File: src/logic/flash_timing_regs.svh
// Purpose: register offsets, field positions and reset values of the flash timing block
// Assumes: included by bare name
// Notes: offsets are byte addresses
`ifndef FLASH_TIMING_REGS_SVH
`define FLASH_TIMING_REGS_SVH
`define OFF_TIMING_CTRL 8'h18
`define OFF_PROG_STATUS 8'h40
`define OFF_IRQ_STATUS 8'h44
`define OFF_IRQ_MASK 8'h48
`define OFF_PROTECT_CTRL 8'h4c
`define OFF_PROG_CTRL 8'h50
`define OFF_TRIGGER 8'h54
`define BIT_FOM_HI 6
`define BIT_FOM_LO 4
`define BIT_FAIL 6
`define BIT_CFG_UEN 4
`define VEC_LSB 9
`define VEC_MSB 20
`define BOOT_LSB 1
`define BOOT_MSB 2
`define BIT_GO 0
`define IRQ_FAIL 0
`define IRQ_DONE 1
`define IRQ_W 2
`define RESET_WORD 32'h0000_0000
`define VEC_PAGE_BITS 9
`define LOCAL_MASK 16'h01ff
`define UNLOCK_1 8'h59
`define UNLOCK_2 8'h16
`define UNLOCK_3 8'h88
`define RESP_OKAY 2'b00
`define RESP_SLVERR 2'b10
`define FOM_SEQ50 2'b00
`define FOM_RAND25 2'b01
`endif

File: src/logic/flash_timing_pkg.sv
// Purpose: types shared by the flash timing block
// Assumes: nothing
// Notes: none
package flash_timing_pkg;
  typedef enum logic [1:0] {
    REGION_APP = 2'b00,
    REGION_LOADER = 2'b01,
    REGION_CONFIG = 2'b10,
    REGION_ILLEGAL = 2'b11
  } region_type;
  typedef enum logic [1:0] {
    ULK_IDLE = 2'b00,
    ULK_GOT1 = 2'b01,
    ULK_GOT2 = 2'b10,
    ULK_OPEN = 2'b11
  } unlock_type;
endpackage : flash_timing_pkg

File: src/logic/op_check_if.sv
// Purpose: carries a started flash operation to the legality checker
// Assumes: one clock
// Notes: combinational answer
`timescale 1ns/1ps
interface op_check_if;
  logic [1:0] srcRegion;
  logic [1:0] dstRegion;
  logic isWrite;
  logic cfgUpdateEnable;
  logic fail;
  modport ctrl (output srcRegion, output dstRegion, output isWrite, output cfgUpdateEnable,
    input fail);
  modport chk (input srcRegion, input dstRegion, input isWrite, input cfgUpdateEnable,
    output fail);
endinterface : op_check_if

File: src/logic/op_checker.sv
// Purpose: decides whether a triggered flash operation is illegal
// Assumes: region codes from the controller
// Notes: combinational
`timescale 1ns/1ps
module op_checker import flash_timing_pkg::*; (
  op_check_if.chk chk
);
  always_comb begin
    chk.fail = 1'b0;
    if (chk.dstRegion == REGION_ILLEGAL) begin
      chk.fail = 1'b1;
    end else if (chk.isWrite && chk.srcRegion == chk.dstRegion &&
                 chk.dstRegion != REGION_CONFIG) begin
      chk.fail = 1'b1;
    end else if (chk.isWrite && chk.dstRegion == REGION_CONFIG && !chk.cfgUpdateEnable) begin
      chk.fail = 1'b1;
    end
  end
endmodule : op_checker

File: src/logic/flash_timing_ctrl.sv
// Purpose: flash access timing select and programming status registers over AXI4-Lite
// Assumes: single clock, synchronous active-low reset, one access of each kind at a time
// Notes: flash array side seen through plain ports
//
// Register access over AXI4-Lite was left to the implementer.
`timescale 1ns/1ps
`include "flash_timing_regs.svh"
module flash_timing_ctrl import flash_timing_pkg::*; #(
  parameter int VEC_W = 12
) (
  input wire logic clk,
  input wire logic rst_b,
  input wire logic [7:0] awaddr,
  input wire logic awvalid,
  output logic awready,
  input wire logic [31:0] wdata,
  input wire logic [3:0] wstrb,
  input wire logic wvalid,
  output logic wready,
  output logic [1:0] bresp,
  output logic bvalid,
  input wire logic bready,
  input wire logic [7:0] araddr,
  input wire logic arvalid,
  output logic arready,
  output logic [31:0] rdata,
  output logic [1:0] rresp,
  output logic rvalid,
  input wire logic rready,
  input wire logic [1:0] bootSelect,
  input wire logic [VEC_W-1:0] vectorPageBase,
  input wire logic [1:0] srcRegion,
  input wire logic [1:0] dstRegion,
  input wire logic isWrite,
  input wire logic opDone,
  input wire logic [15:0] cpuAddr,
  output logic [VEC_W+8:0] flashAddr,
  output logic opStart,
  output logic [1:0] freqOptMode,
  output logic irq
);
  logic [7:0] awAddr_q;
  logic awHave_q, wHave_q;
  logic [31:0] wData_q;
  logic [3:0] wStrb_q;
  logic freqOptSelectHi_q, freqOptSelectLo_q;
  logic failFlag_q, startTrigger_q, cfgUpdateEnable_q;
  logic [`IRQ_W-1:0] irqStatus_q, irqMask_q;
  unlock_type unlock_q;
  logic wrFire, failSet, doneSet, opFail, trigHit;
  logic [31:0] rdWord;
  logic rdOk, wrOk;
  op_check_if chkBus ();

  function automatic logic known(input logic [7:0] a);
    known = a == `OFF_TIMING_CTRL || a == `OFF_PROG_STATUS || a == `OFF_IRQ_STATUS ||
      a == `OFF_IRQ_MASK || a == `OFF_PROTECT_CTRL || a == `OFF_PROG_CTRL ||
      a == `OFF_TRIGGER;
  endfunction : known

  assign chkBus.srcRegion = srcRegion;
  assign chkBus.dstRegion = dstRegion;
  assign chkBus.isWrite = isWrite;
  assign chkBus.cfgUpdateEnable = cfgUpdateEnable_q;
  assign opFail = chkBus.fail;

  op_checker opCheck (
    .chk(chkBus.chk)
  );

  // write channel capture, either order
  assign awready = !awHave_q;
  assign wready = !wHave_q;
  assign wrFire = awHave_q && wHave_q && !bvalid;
  assign wrOk = known(awAddr_q);

  always_ff @(posedge clk) begin
    if (!rst_b) begin
      awHave_q <= 1'b0;
      wHave_q <= 1'b0;
      awAddr_q <= 8'h00;
      wData_q <= `RESET_WORD;
      wStrb_q <= 4'h0;
      bvalid <= 1'b0;
      bresp <= `RESP_OKAY;
    end else begin
      if (awvalid && awready) begin
        awHave_q <= 1'b1;
        awAddr_q <= awaddr;
      end
      if (wvalid && wready) begin
        wHave_q <= 1'b1;
        wData_q <= wdata;
        wStrb_q <= wstrb;
      end
      if (wrFire) begin
        awHave_q <= 1'b0;
        wHave_q <= 1'b0;
        bvalid <= 1'b1;
        bresp <= wrOk ? `RESP_OKAY : `RESP_SLVERR;
      end else if (bvalid && bready) begin
        bvalid <= 1'b0;
      end
    end
  end

  // unlock sequence; any other byte to the protection register relocks
  always_ff @(posedge clk) begin
    if (!rst_b) begin
      unlock_q <= ULK_IDLE;
    end else if (wrFire && awAddr_q == `OFF_PROTECT_CTRL && wStrb_q[0]) begin
      unique case (unlock_q)
        ULK_IDLE: unlock_q <= wData_q[7:0] == `UNLOCK_1 ? ULK_GOT1 : ULK_IDLE;
        ULK_GOT1: unlock_q <= wData_q[7:0] == `UNLOCK_2 ? ULK_GOT2 : ULK_IDLE;
        ULK_GOT2: unlock_q <= wData_q[7:0] == `UNLOCK_3 ? ULK_OPEN : ULK_IDLE;
        ULK_OPEN: unlock_q <= ULK_IDLE;
      endcase
    end
  end

  // timing select, protected
  always_ff @(posedge clk) begin
    if (!rst_b) begin
      freqOptSelectHi_q <= 1'b0;
      freqOptSelectLo_q <= 1'b0;
    end else if (wrFire && awAddr_q == `OFF_TIMING_CTRL && wStrb_q[0] &&
                 unlock_q == ULK_OPEN) begin
      freqOptSelectHi_q <= wData_q[`BIT_FOM_HI];
      freqOptSelectLo_q <= wData_q[`BIT_FOM_LO];
    end
  end
  assign freqOptMode = {freqOptSelectHi_q, freqOptSelectLo_q};

  // config update enable in the control register
  always_ff @(posedge clk) begin
    if (!rst_b) begin
      cfgUpdateEnable_q <= 1'b0;
    end else if (wrFire && awAddr_q == `OFF_PROG_CTRL && wStrb_q[0] && unlock_q == ULK_OPEN) begin
      cfgUpdateEnable_q <= wData_q[`BIT_CFG_UEN];
    end
  end

  // start trigger: set by protected write, cleared when the operation completes
  // an illegal operation is refused here, so it never reaches the array and a
  // running operation never depends on region inputs after its start
  assign trigHit = wrFire && awAddr_q == `OFF_TRIGGER && wStrb_q[0] && wData_q[`BIT_GO] &&
    unlock_q == ULK_OPEN && !startTrigger_q;
  assign opStart = trigHit && !opFail;
  always_ff @(posedge clk) begin
    if (!rst_b) begin
      startTrigger_q <= 1'b0;
    end else if (opStart) begin
      startTrigger_q <= 1'b1;
    end else if (opDone) begin
      startTrigger_q <= 1'b0;
    end
  end

  // fail flag, shared by status and control registers; set wins over clear
  assign failSet = trigHit && opFail;
  assign doneSet = (startTrigger_q && opDone) || failSet;
  always_ff @(posedge clk) begin
    if (!rst_b) begin
      failFlag_q <= 1'b0;
    end else if (failSet) begin
      failFlag_q <= 1'b1;
    end else if (wrFire && (awAddr_q == `OFF_PROG_STATUS || awAddr_q == `OFF_PROG_CTRL) &&
                 wStrb_q[0] && wData_q[`BIT_FAIL] && unlock_q == ULK_OPEN) begin
      failFlag_q <= 1'b0;
    end
  end

  // interrupt status, write one to clear, set wins
  always_ff @(posedge clk) begin
    if (!rst_b) begin
      irqStatus_q <= '0;
      irqMask_q <= '0;
    end else begin
      for (int i = 0; i < `IRQ_W; i++) begin
        if ((i == `IRQ_FAIL && failSet) || (i == `IRQ_DONE && doneSet)) begin
          irqStatus_q[i] <= 1'b1;
        end else if (wrFire && awAddr_q == `OFF_IRQ_STATUS && wStrb_q[0] && wData_q[i]) begin
          irqStatus_q[i] <= 1'b0;
        end
      end
      if (wrFire && awAddr_q == `OFF_IRQ_MASK && wStrb_q[0]) begin
        irqMask_q <= wData_q[`IRQ_W-1:0];
      end
    end
  end
  assign irq = |(irqStatus_q & irqMask_q);

  // vector remap of the low page
  always_comb begin
    if ((cpuAddr & ~`LOCAL_MASK) == 16'h0000) begin
      flashAddr = {vectorPageBase, cpuAddr[`VEC_PAGE_BITS-1:0]};
    end else begin
      flashAddr = {{(VEC_W+9-16){1'b0}}, cpuAddr};
    end
  end

  // read data mux; reserved bits zero
  assign rdOk = known(araddr);
  always_comb begin
    rdWord = `RESET_WORD;
    unique case (araddr)
      `OFF_TIMING_CTRL: begin
        rdWord[`BIT_FOM_HI] = freqOptSelectHi_q;
        rdWord[`BIT_FOM_LO] = freqOptSelectLo_q;
      end
      `OFF_PROG_STATUS: begin
        rdWord[`VEC_MSB:`VEC_LSB] = vectorPageBase;
        rdWord[`BIT_FAIL] = failFlag_q;
        rdWord[`BOOT_MSB:`BOOT_LSB] = bootSelect;
        rdWord[`BIT_GO] = startTrigger_q;
      end
      `OFF_IRQ_STATUS: rdWord[`IRQ_W-1:0] = irqStatus_q;
      `OFF_IRQ_MASK: rdWord[`IRQ_W-1:0] = irqMask_q;
      `OFF_PROTECT_CTRL: rdWord[0] = unlock_q == ULK_OPEN;
      `OFF_PROG_CTRL: begin
        rdWord[`BIT_FAIL] = failFlag_q;
        rdWord[`BIT_CFG_UEN] = cfgUpdateEnable_q;
      end
      `OFF_TRIGGER: rdWord[`BIT_GO] = startTrigger_q;
      default: rdWord = `RESET_WORD;
    endcase
  end

  assign arready = !rvalid;
  always_ff @(posedge clk) begin
    if (!rst_b) begin
      rvalid <= 1'b0;
      rdata <= `RESET_WORD;
      rresp <= `RESP_OKAY;
    end else if (arvalid && arready) begin
      rvalid <= 1'b1;
      rdata <= rdWord;
      rresp <= rdOk ? `RESP_OKAY : `RESP_SLVERR;
    end else if (rvalid && rready) begin
      rvalid <= 1'b0;
    end
  end

  // checks
  fom_protect_a: assert property (@(posedge clk) disable iff (!rst_b)
    unlock_q != ULK_OPEN |=> $stable(freqOptMode))
    else $error("timing select changed while locked");
  fail_set_a: assert property (@(posedge clk) disable iff (!rst_b)
    trigHit && dstRegion == REGION_ILLEGAL |=> failFlag_q)
    else $error("fail flag not set on illegal destination");
  self_write_a: assert property (@(posedge clk) disable iff (!rst_b)
    trigHit && isWrite && srcRegion == REGION_APP && dstRegion == REGION_APP |=> failFlag_q)
    else $error("fail flag not set on self write");
  cfg_lock_a: assert property (@(posedge clk) disable iff (!rst_b)
    trigHit && isWrite && dstRegion == REGION_CONFIG && !cfgUpdateEnable_q |=> failFlag_q)
    else $error("fail flag not set on locked config write");
  trig_clear_a: assert property (@(posedge clk) disable iff (!rst_b)
    startTrigger_q && opDone && !opStart |=> !startTrigger_q)
    else $error("trigger not cleared at completion");
  fail_hold_a: assert property (@(posedge clk) disable iff (!rst_b)
    failFlag_q && !(wrFire && wData_q[`BIT_FAIL]) |=> failFlag_q)
    else $error("fail flag lost without clear");
  remap_low_a: assert property (@(posedge clk) disable iff (!rst_b)
    cpuAddr[15:9] == 7'h00 |-> flashAddr[VEC_W+8:9] == vectorPageBase)
    else $error("low page not remapped");
  status_read_a: assert property (@(posedge clk) disable iff (!rst_b)
    arvalid && arready && araddr == `OFF_PROG_STATUS |=>
      rvalid && rdata[`BIT_GO] == $past(startTrigger_q) &&
      rdata[`BOOT_MSB:`BOOT_LSB] == $past(bootSelect))
    else $error("status read mismatch");
  irq_level_a: assert property (@(posedge clk) disable iff (!rst_b)
    failSet && irqMask_q[`IRQ_FAIL] |=> ##1 irq)
    else $error("interrupt not raised");
  trig_set_a: assert property (@(posedge clk) disable iff (!rst_b)
    opStart |=> startTrigger_q)
    else $error("trigger not set by accepted start");
  fail_clear_a: assert property (@(posedge clk) disable iff (!rst_b)
    wrFire && awAddr_q == `OFF_PROG_CTRL && wStrb_q[0] && wData_q[`BIT_FAIL] &&
      unlock_q == ULK_OPEN && !failSet |=> !failFlag_q)
    else $error("fail flag not cleared by write one");
  rsvd_timing_a: assert property (@(posedge clk) disable iff (!rst_b)
    arvalid && arready && araddr == `OFF_TIMING_CTRL |=>
      rdata[31:`BIT_FOM_HI+1] == '0 && rdata[`BIT_FOM_HI-1:`BIT_FOM_LO+1] == '0 &&
      rdata[`BIT_FOM_LO-1:0] == '0)
    else $error("reserved timing bits not zero");
  unlock_c: cover property (@(posedge clk) disable iff (!rst_b) unlock_q == ULK_OPEN);
  fail_c: cover property (@(posedge clk) disable iff (!rst_b) failSet);
  done_c: cover property (@(posedge clk) disable iff (!rst_b) startTrigger_q && opDone);
  mode_c: cover property (@(posedge clk) disable iff (!rst_b) freqOptMode == `FOM_RAND25);
endmodule : flash_timing_ctrl

File: config.mk
export PLATFORM = sky130hd
export DESIGN_NAME = flash_timing_ctrl
export DESIGN_NICKNAME = d
export VERILOG_FILES = /design/src/logic/flash_timing_pkg.sv /design/src/logic/op_check_if.sv /design/src/logic/op_checker.sv /design/src/logic/flash_timing_ctrl.sv
export VERILOG_INCLUDE_DIRS = /design/src /design/src/logic
export SDC_FILE = /design/constraint.sdc
export NUM_CORES = 1
export LEC_CHECK = 0
export BUFFER_PORTS_ARGS = -buffer_cell sky130_fd_sc_hd__buf_4
export CORE_MARGIN = 2
export CORE_UTILIZATION = 43
export DETAILED_ROUTE_END_ITERATION = 12
export PLACE_DENSITY = 0.81
export RECOVER_POWER = 50
export SYNTH_ARGS = -nofsm -noshare
export SYNTH_HDL_FRONTEND = slang
export SYNTH_SLANG_ARGS = --single-unit
export TNS_END_PERCENT = 5
File: constraint.sdc
create_clock -name clk -period 3.4 [get_ports clk]
set_input_delay 0.51 -clock clk [delete_from_list [all_inputs] [get_ports clk]]
set_output_delay 0.51 -clock clk [all_outputs]
set_load 0.01 [all_outputs]
==> flow_summary.toml, run 1 <==
[grt]
grt_usage_pct = 18.6
overflow = 0
antenna_found_initial = 0
grt_max_degree = 24
grt_pass1_vias = 2220
grt_pass1_wl_mm = 9.70

[placed_design]
numPortBuffers = 98
place.gp.congestion = 0.858
post-dp-hpwl_mm = 4.67
placed_cell_area_um2 = 3170
place_ws_ns = 0.786
placedCellCount = 449

[cts]
cts_num_sinks = 51
cts_hold_buf = 0
h-tree-depth = 2
clk_pin_slew_ns = 0.09
insertion_delay_ns = 0.31
cts_setup_buffers = 0
postCtsResizedCells = 0
cts_tree = "built"
cts_buffers = 5
cts_root_buffer = "clkbuf_8"
clockBufferDepth = 2

[sta]
hold_viol_final = 0
finalCriticalPeriod_ns = 2.64
maxSlewViolCount = 0
finClkSkew_ns = 0.00875
fin_crit_sh_pct = 77.6
max_clock_freq_mhz = 379
fin_tns_setup_ns = 0
layout_setup_ws_ns = 0.763
tightest_slew_ns = 0.951
setup_violations = 0
relSlewSlack_pct = 36.0
rsz0062_at_grt = "false"

[floorplanning]
die_h_um = 80.7
io_pins = 161
start_util_pct = 45.2
die_w_um = 80.7
dieArea_um2 = 6520
rows = 27
core_area_um2 = 5610

[drt]
ant_nets = 0
drt_iter0_drc = 127
dr_wl_met2_mm = 2.88
dr.pass1.iters = 4
avgViaCountPerCell = 5.11
drc = 0
vias = 2335
routedWlPerCell_um = 13.2
dr_wl_met3_um = 386
wl_met1_mm = 2.68
drt_wl_total_mm = 6.03
highest_layer = "met4"

[final_layout]
finish.instance_area_um2 = 3150
diodes = 0
drive_gt1_share_pct = 21.6
area_delta_synth_final_pct = 24.5
stdcell_count = 457
nets = 479

[logic_synthesis]
synth_most_common_cell = "dfxtp_1"
yosysWarnings = 0
synth_edf_count = 0
synth_cell_types = 48
ys_seq_area_share_pct = 40.3
synthArstFlopShare_pct = 0
synth_top_area_cell = "dfxtp_1"
ys_ff_latch = 51
avgSynthCellArea_um2 = 8.39
synth_top_flop_cell = "dfxtp_1"
syn_inst = 302
synthTopCellsByArea = "dfxtp_1 (40%), buf_4 (8.3%), nor2_1 (5.0%)"
synth_top_area_share_pct = 40.3
synthTopCellsByCount = "dfxtp_1 (51), nor2_1 (34), buf_4 (28)"
synth_area_um2 = 2530

[setup_path]
cp-start-kind = "flop"
regToRegSetupSlack_ns = 1.13
critPathMaxFanout = 6
path_class = "reg -> out"
cp.arrival_ns = 2.13
critPathRequiredTime_ns = 2.89
cp-end-kind = "output pin"

[power_and_ir_drop]
ir_drop_mv = 0.214
powerDensity_nw_per_um2 = 365
power_leakage_nw = 1.29

[run]
maxCapViolations = 0

[worst_hold_path]
hold_class = "in -> reg"

[outcome]
outcome = "finished clean"
==> power breakdown <==
group	leakage [nW]	switching [mW]	total [mW]	internal [mW]
Combinational	0.834	0.0885	0.170	0.0811
Clock	0.0402	0.203	0.346	0.143
Sequential	0.415	0.0188	0.635	0.616
==> path summary, 6_finish.rpt <==
| path | start | end | depth (start not counted) |
|---|---|---|---|
| max | awAddr_q[7] | opStart | 4 |
| min | wvalid | wHave_q | 3 |
| max reg2reg | awAddr_q[7] | unlock_q[1] | 4 |
| min reg2reg | rdata[1] | rdata[1] | 2 |
==> critical path: stages (launching register included) <==
cell and delay, ns:
dfxtp_1 0.32, or4_1 0.64, nor4_1 0.44, and4b_1 0.29
buf_4 0.13
==> sequential cells by signal, summed over array words and instances, names as in the netlist <==
signal             count
awAddr_q               8
awHave_q               1
bresp                  1
bvalid                 1
cfgUpdateEnable_q      1
failFlag_q             1
freqOptSelectHi_q      1
freqOptSelectLo_q      1
irqMask_q              2
irqStatus_q            2
rdata                 17
rresp                  1
rvalid                 1
startTrigger_q         1
unlock_q               2
wData_q                8
wHave_q                1
wStrb_q                1
==> cell families after synthesis <==
group | after synthesis | share of synthesized area [%]
buffers and inverters | 51 | 11.8
XOR/XNOR | 1 | 0.346
other | 1 | 0.148
multiplexers | 10 | 3.95
flip-flops | 51 | 40.3
AND/OR/NAND/NOR | 118 | 24.5
AO/OA/AOI/OAI | 70 | 19.0
==> per-layer routing <==
layer | track usage (%) | vias to the layer above
li1 | - | 1176
met1 | 23.4 | 1070
met2 | 30.9 | 81
met3 | 3.89 | 8
met4 | 8.14 | 0
met5 | 0 | -
==> layout make-up <==
class | count | area, um^2
Clock buffer | 5 | 68.8
Clock inverter | 3 | 20.0
Fill cell | 572 | 2450
Inverter | 10 | 37.5
Multi-Input combinational cell | 216 | 1270
Sequential cell | 51 | 1020
Tap cell | 72 | 90.1
Timing Repair Buffer | 100 | 642
==> cells in the final DEF, fill, tap and decap left out, types with 3 or more instances in the layout <==
master,n
nor2b_1,8
buf_4,70
nand2_1,25
a21oi_1,22
clkbuf_8,5
nor2_1,34
nor4_1,7
a31oi_1,3
and3_1,3
and2_1,5
mux2i_1,10
o21a_1,4
a21o_1,8
a22oi_1,14
o21ai_0,8
nor3_1,5
clkbuf_1,29
conb_1,17
nand2b_1,7
nand3b_1,4
inv_1,9
nand3_1,3
dfxtp_1,51
nor3b_1,3
==> per-stage QoR <==
step                      power, mW  hold slack, ns  util (%)
after detailed placement      0.826           0.450      56.6
after CTS                      1.17           0.420      58.2
after global routing           1.21           0.431      56.2
final                          1.15           0.427      56.2
after floorplan               0.758           0.436         -
after global placement        0.821           0.443      56.6
Note: power is estimated with default switching activity, not from simulation.
==> run 2: changes to the inputs <==
Settings changed: CORE_UTILIZATION 43 to 38, PLACE_DENSITY 0.81 to 0.76.
Clock period 3.4 ns to 2.2 ns, I/O delays scaled along.
==> run 2 against run 1 <==
First-iteration DRC count is 1.6% lower; final cell count is 3.5% higher; count of clock-buffer cells in the layout is 2 higher; register-to-register slack worse by 1.1 ns; largest cell class unchanged.
==> flow_summary.toml, run 2 (synthesis gave the netlist of run 1 again) <==
[final_layout]
nets = 490
stdcell_count = 473
area_delta_synth_final_pct = 30.6
top_regs = "rdata: 17 flops, awAddr_q: 8 flops, wData_q: 8 flops"
diodes = 0
mostFrequentLayoutCells = "buf_4 (87), dfxtp_1 (51), nor2_1 (34), nand2_1 (25), clkbuf_1 (23)"
final_common_cell = "buf_4"
regMostFlops = "rdata"
drive_gt1_share_pct = 26.0
largest_reg_flops = 17

[setup_path]
max_stage_delay_ns = 0.57
crit_path_end = "opStart"
cp-end-kind = "output pin"
reg2regPathDepth = 5
crit_slowest_cell = "or4_4"
cp.arrival_ns = 1.87
reg2reg_from = "awAddr_q[5]"
cp-startpoint = "awAddr_q[5]"
critPathRequiredTime_ns = 1.87
critPathMaxFanout = 2
cp-start-kind = "flop"
worstReg2RegEnd = "failFlag_q"
critical_path.cell_chain = "or4_4, nor4_4, buf_4, and4b_1, buf_6"
regToRegSetupSlack_ns = 0.07
path_class = "reg -> out"

[drt]
drt_wl_total_mm = 6.53
dr.pass1.iters = 4
vias = 2421
routedWlPerCell_um = 13.8
drc = 0
drt_iter0_drc = 125
avgViaCountPerCell = 5.12
ant_nets = 0

[floorplanning]
start_util_pct = 39.7
die_w_um = 85.6
dieArea_um2 = 7330
core_area_um2 = 6390
rows = 29
die_h_um = 85.6
io_pins = 161

[grt]
overflow = 0
grt_max_degree = 27
grt_pass1_vias = 2318
antenna_found_initial = 0
grt_usage_pct = 17.4
grt_pass1_wl_mm = 10.4

[sta]
fin_crit_sh_pct = 99.9
tightest_slew_ns = 0.725
hold_viol_final = 0
finalCriticalPeriod_ns = 2.20
maxSlewViolCount = 0
whs_ns = 0.249
relSlewSlack_pct = 51.7
finClkSkew_ns = 0.0115
rsz0062_at_grt = "true"
setup_violations = 0
max_clock_freq_mhz = 455

[power_and_ir_drop]
ir_drop_mv = 0.318
power_leakage_nw = 1.39
powerDensity_nw_per_um2 = 566

[cts]
clockBufferDepth = 2
cts_num_sinks = 51
h-tree-depth = 2
cts_hold_buf = 0
insertion_delay_ns = 0.31
cts_tree = "built"
cts_buffers = 5
clk_pin_slew_ns = 0.09
cts_root_buffer = "clkbuf_8"

[placed_design]
place.gp.congestion = 0.814
numPortBuffers = 98
placedCellCount = 463
post-dp-hpwl_mm = 4.88

[worst_hold_path]
hold_class = "in -> reg"

[outcome]
outcome = "finished clean"

[run]
maxCapViolations = 0
[run 2: cell types whose count changed in the layout (fill, tap and decap cells not counted), moves of 2 or more]
cell      before  now
buf_4         70   87
nor4_1         7    5
clkbuf_8       5    7
clkbuf_1      29   23
[run 2: worst max-delay path: cells and delay by family, from the launching register on]
family / cells / cell delay (ns)
buf+inv: 2 / 0.27
flops: 1 / 0.32
simple gates: 3 / 0.97
[run 2: how the worst min path moves through the flow]
stage                            startpoint     endpoint  depth (start not counted)
final                               awvalid     awHave_q                          3
after global routing      vectorPageBase[5]    rdata[14]                          3
after CTS                         awaddr[2]  awAddr_q[2]                          3
after detailed placement           rdata[1]     rdata[1]                          2
after global placement             rdata[1]     rdata[1]                          2
after floorplan                  wStrb_q[0]   wStrb_q[0]                          2
[run 2: metal layers]
metal  part of all wire, %  track usage (%)
met1                    43             22.1
met2                    48             29.3
met3                   7.5             3.46
met4                   1.4             6.49
met5                     0                0
[run 2: cell type report]
class	count	area, um^2
flip-flops and latches	51	1020
inverters	10	37.5
multi-input cells	216	1300
fillers	635	3080
clock buffers	7	96.3
clock inverters	1	7.51
well taps	77	96.3
repair buffers	111	751
[run 2: repair_timing]
item	4_1_cts	5_1_grt
setup buffers	1	1
pin swaps	2	2
setup endpoints to repair	1	2
gates resized for setup	2	3
hold endpoints to repair	0	0
[run 2: power by group]
| part | switching [mW] | total (mW) | internal [mW] |
|---|---|---|---|
| logic | 0.144 | 0.288 | 0.144 |
| clock network | 0.316 | 0.603 | 0.287 |
| registers | 0.0303 | 0.983 | 0.953 |
[run 2: stage by stage]
| step | setup slack [ns] | total power [mW] | instance area (um^2) | setup TNS [ns] | utilization [%] |
|---|---|---|---|---|---|
| 2_1_floorplan | 0.194 | 1.17 | 2590 | 0 | - |
| 3_3_place_gp | 0.134 | 1.28 | 3250 | 0 | 50.8 |
| 3_5_place_dp | 0.133 | 1.29 | 3250 | 0 | 50.8 |
| 4_1_cts | 0.0368 | 1.89 | 3370 | 0 | 52.7 |
| 5_1_grt | -0.0487 | 1.96 | 3310 | -0.0487 | 51.8 |
| 6_report | 0.00204 | 1.87 | 3310 | 0 | 51.8 |
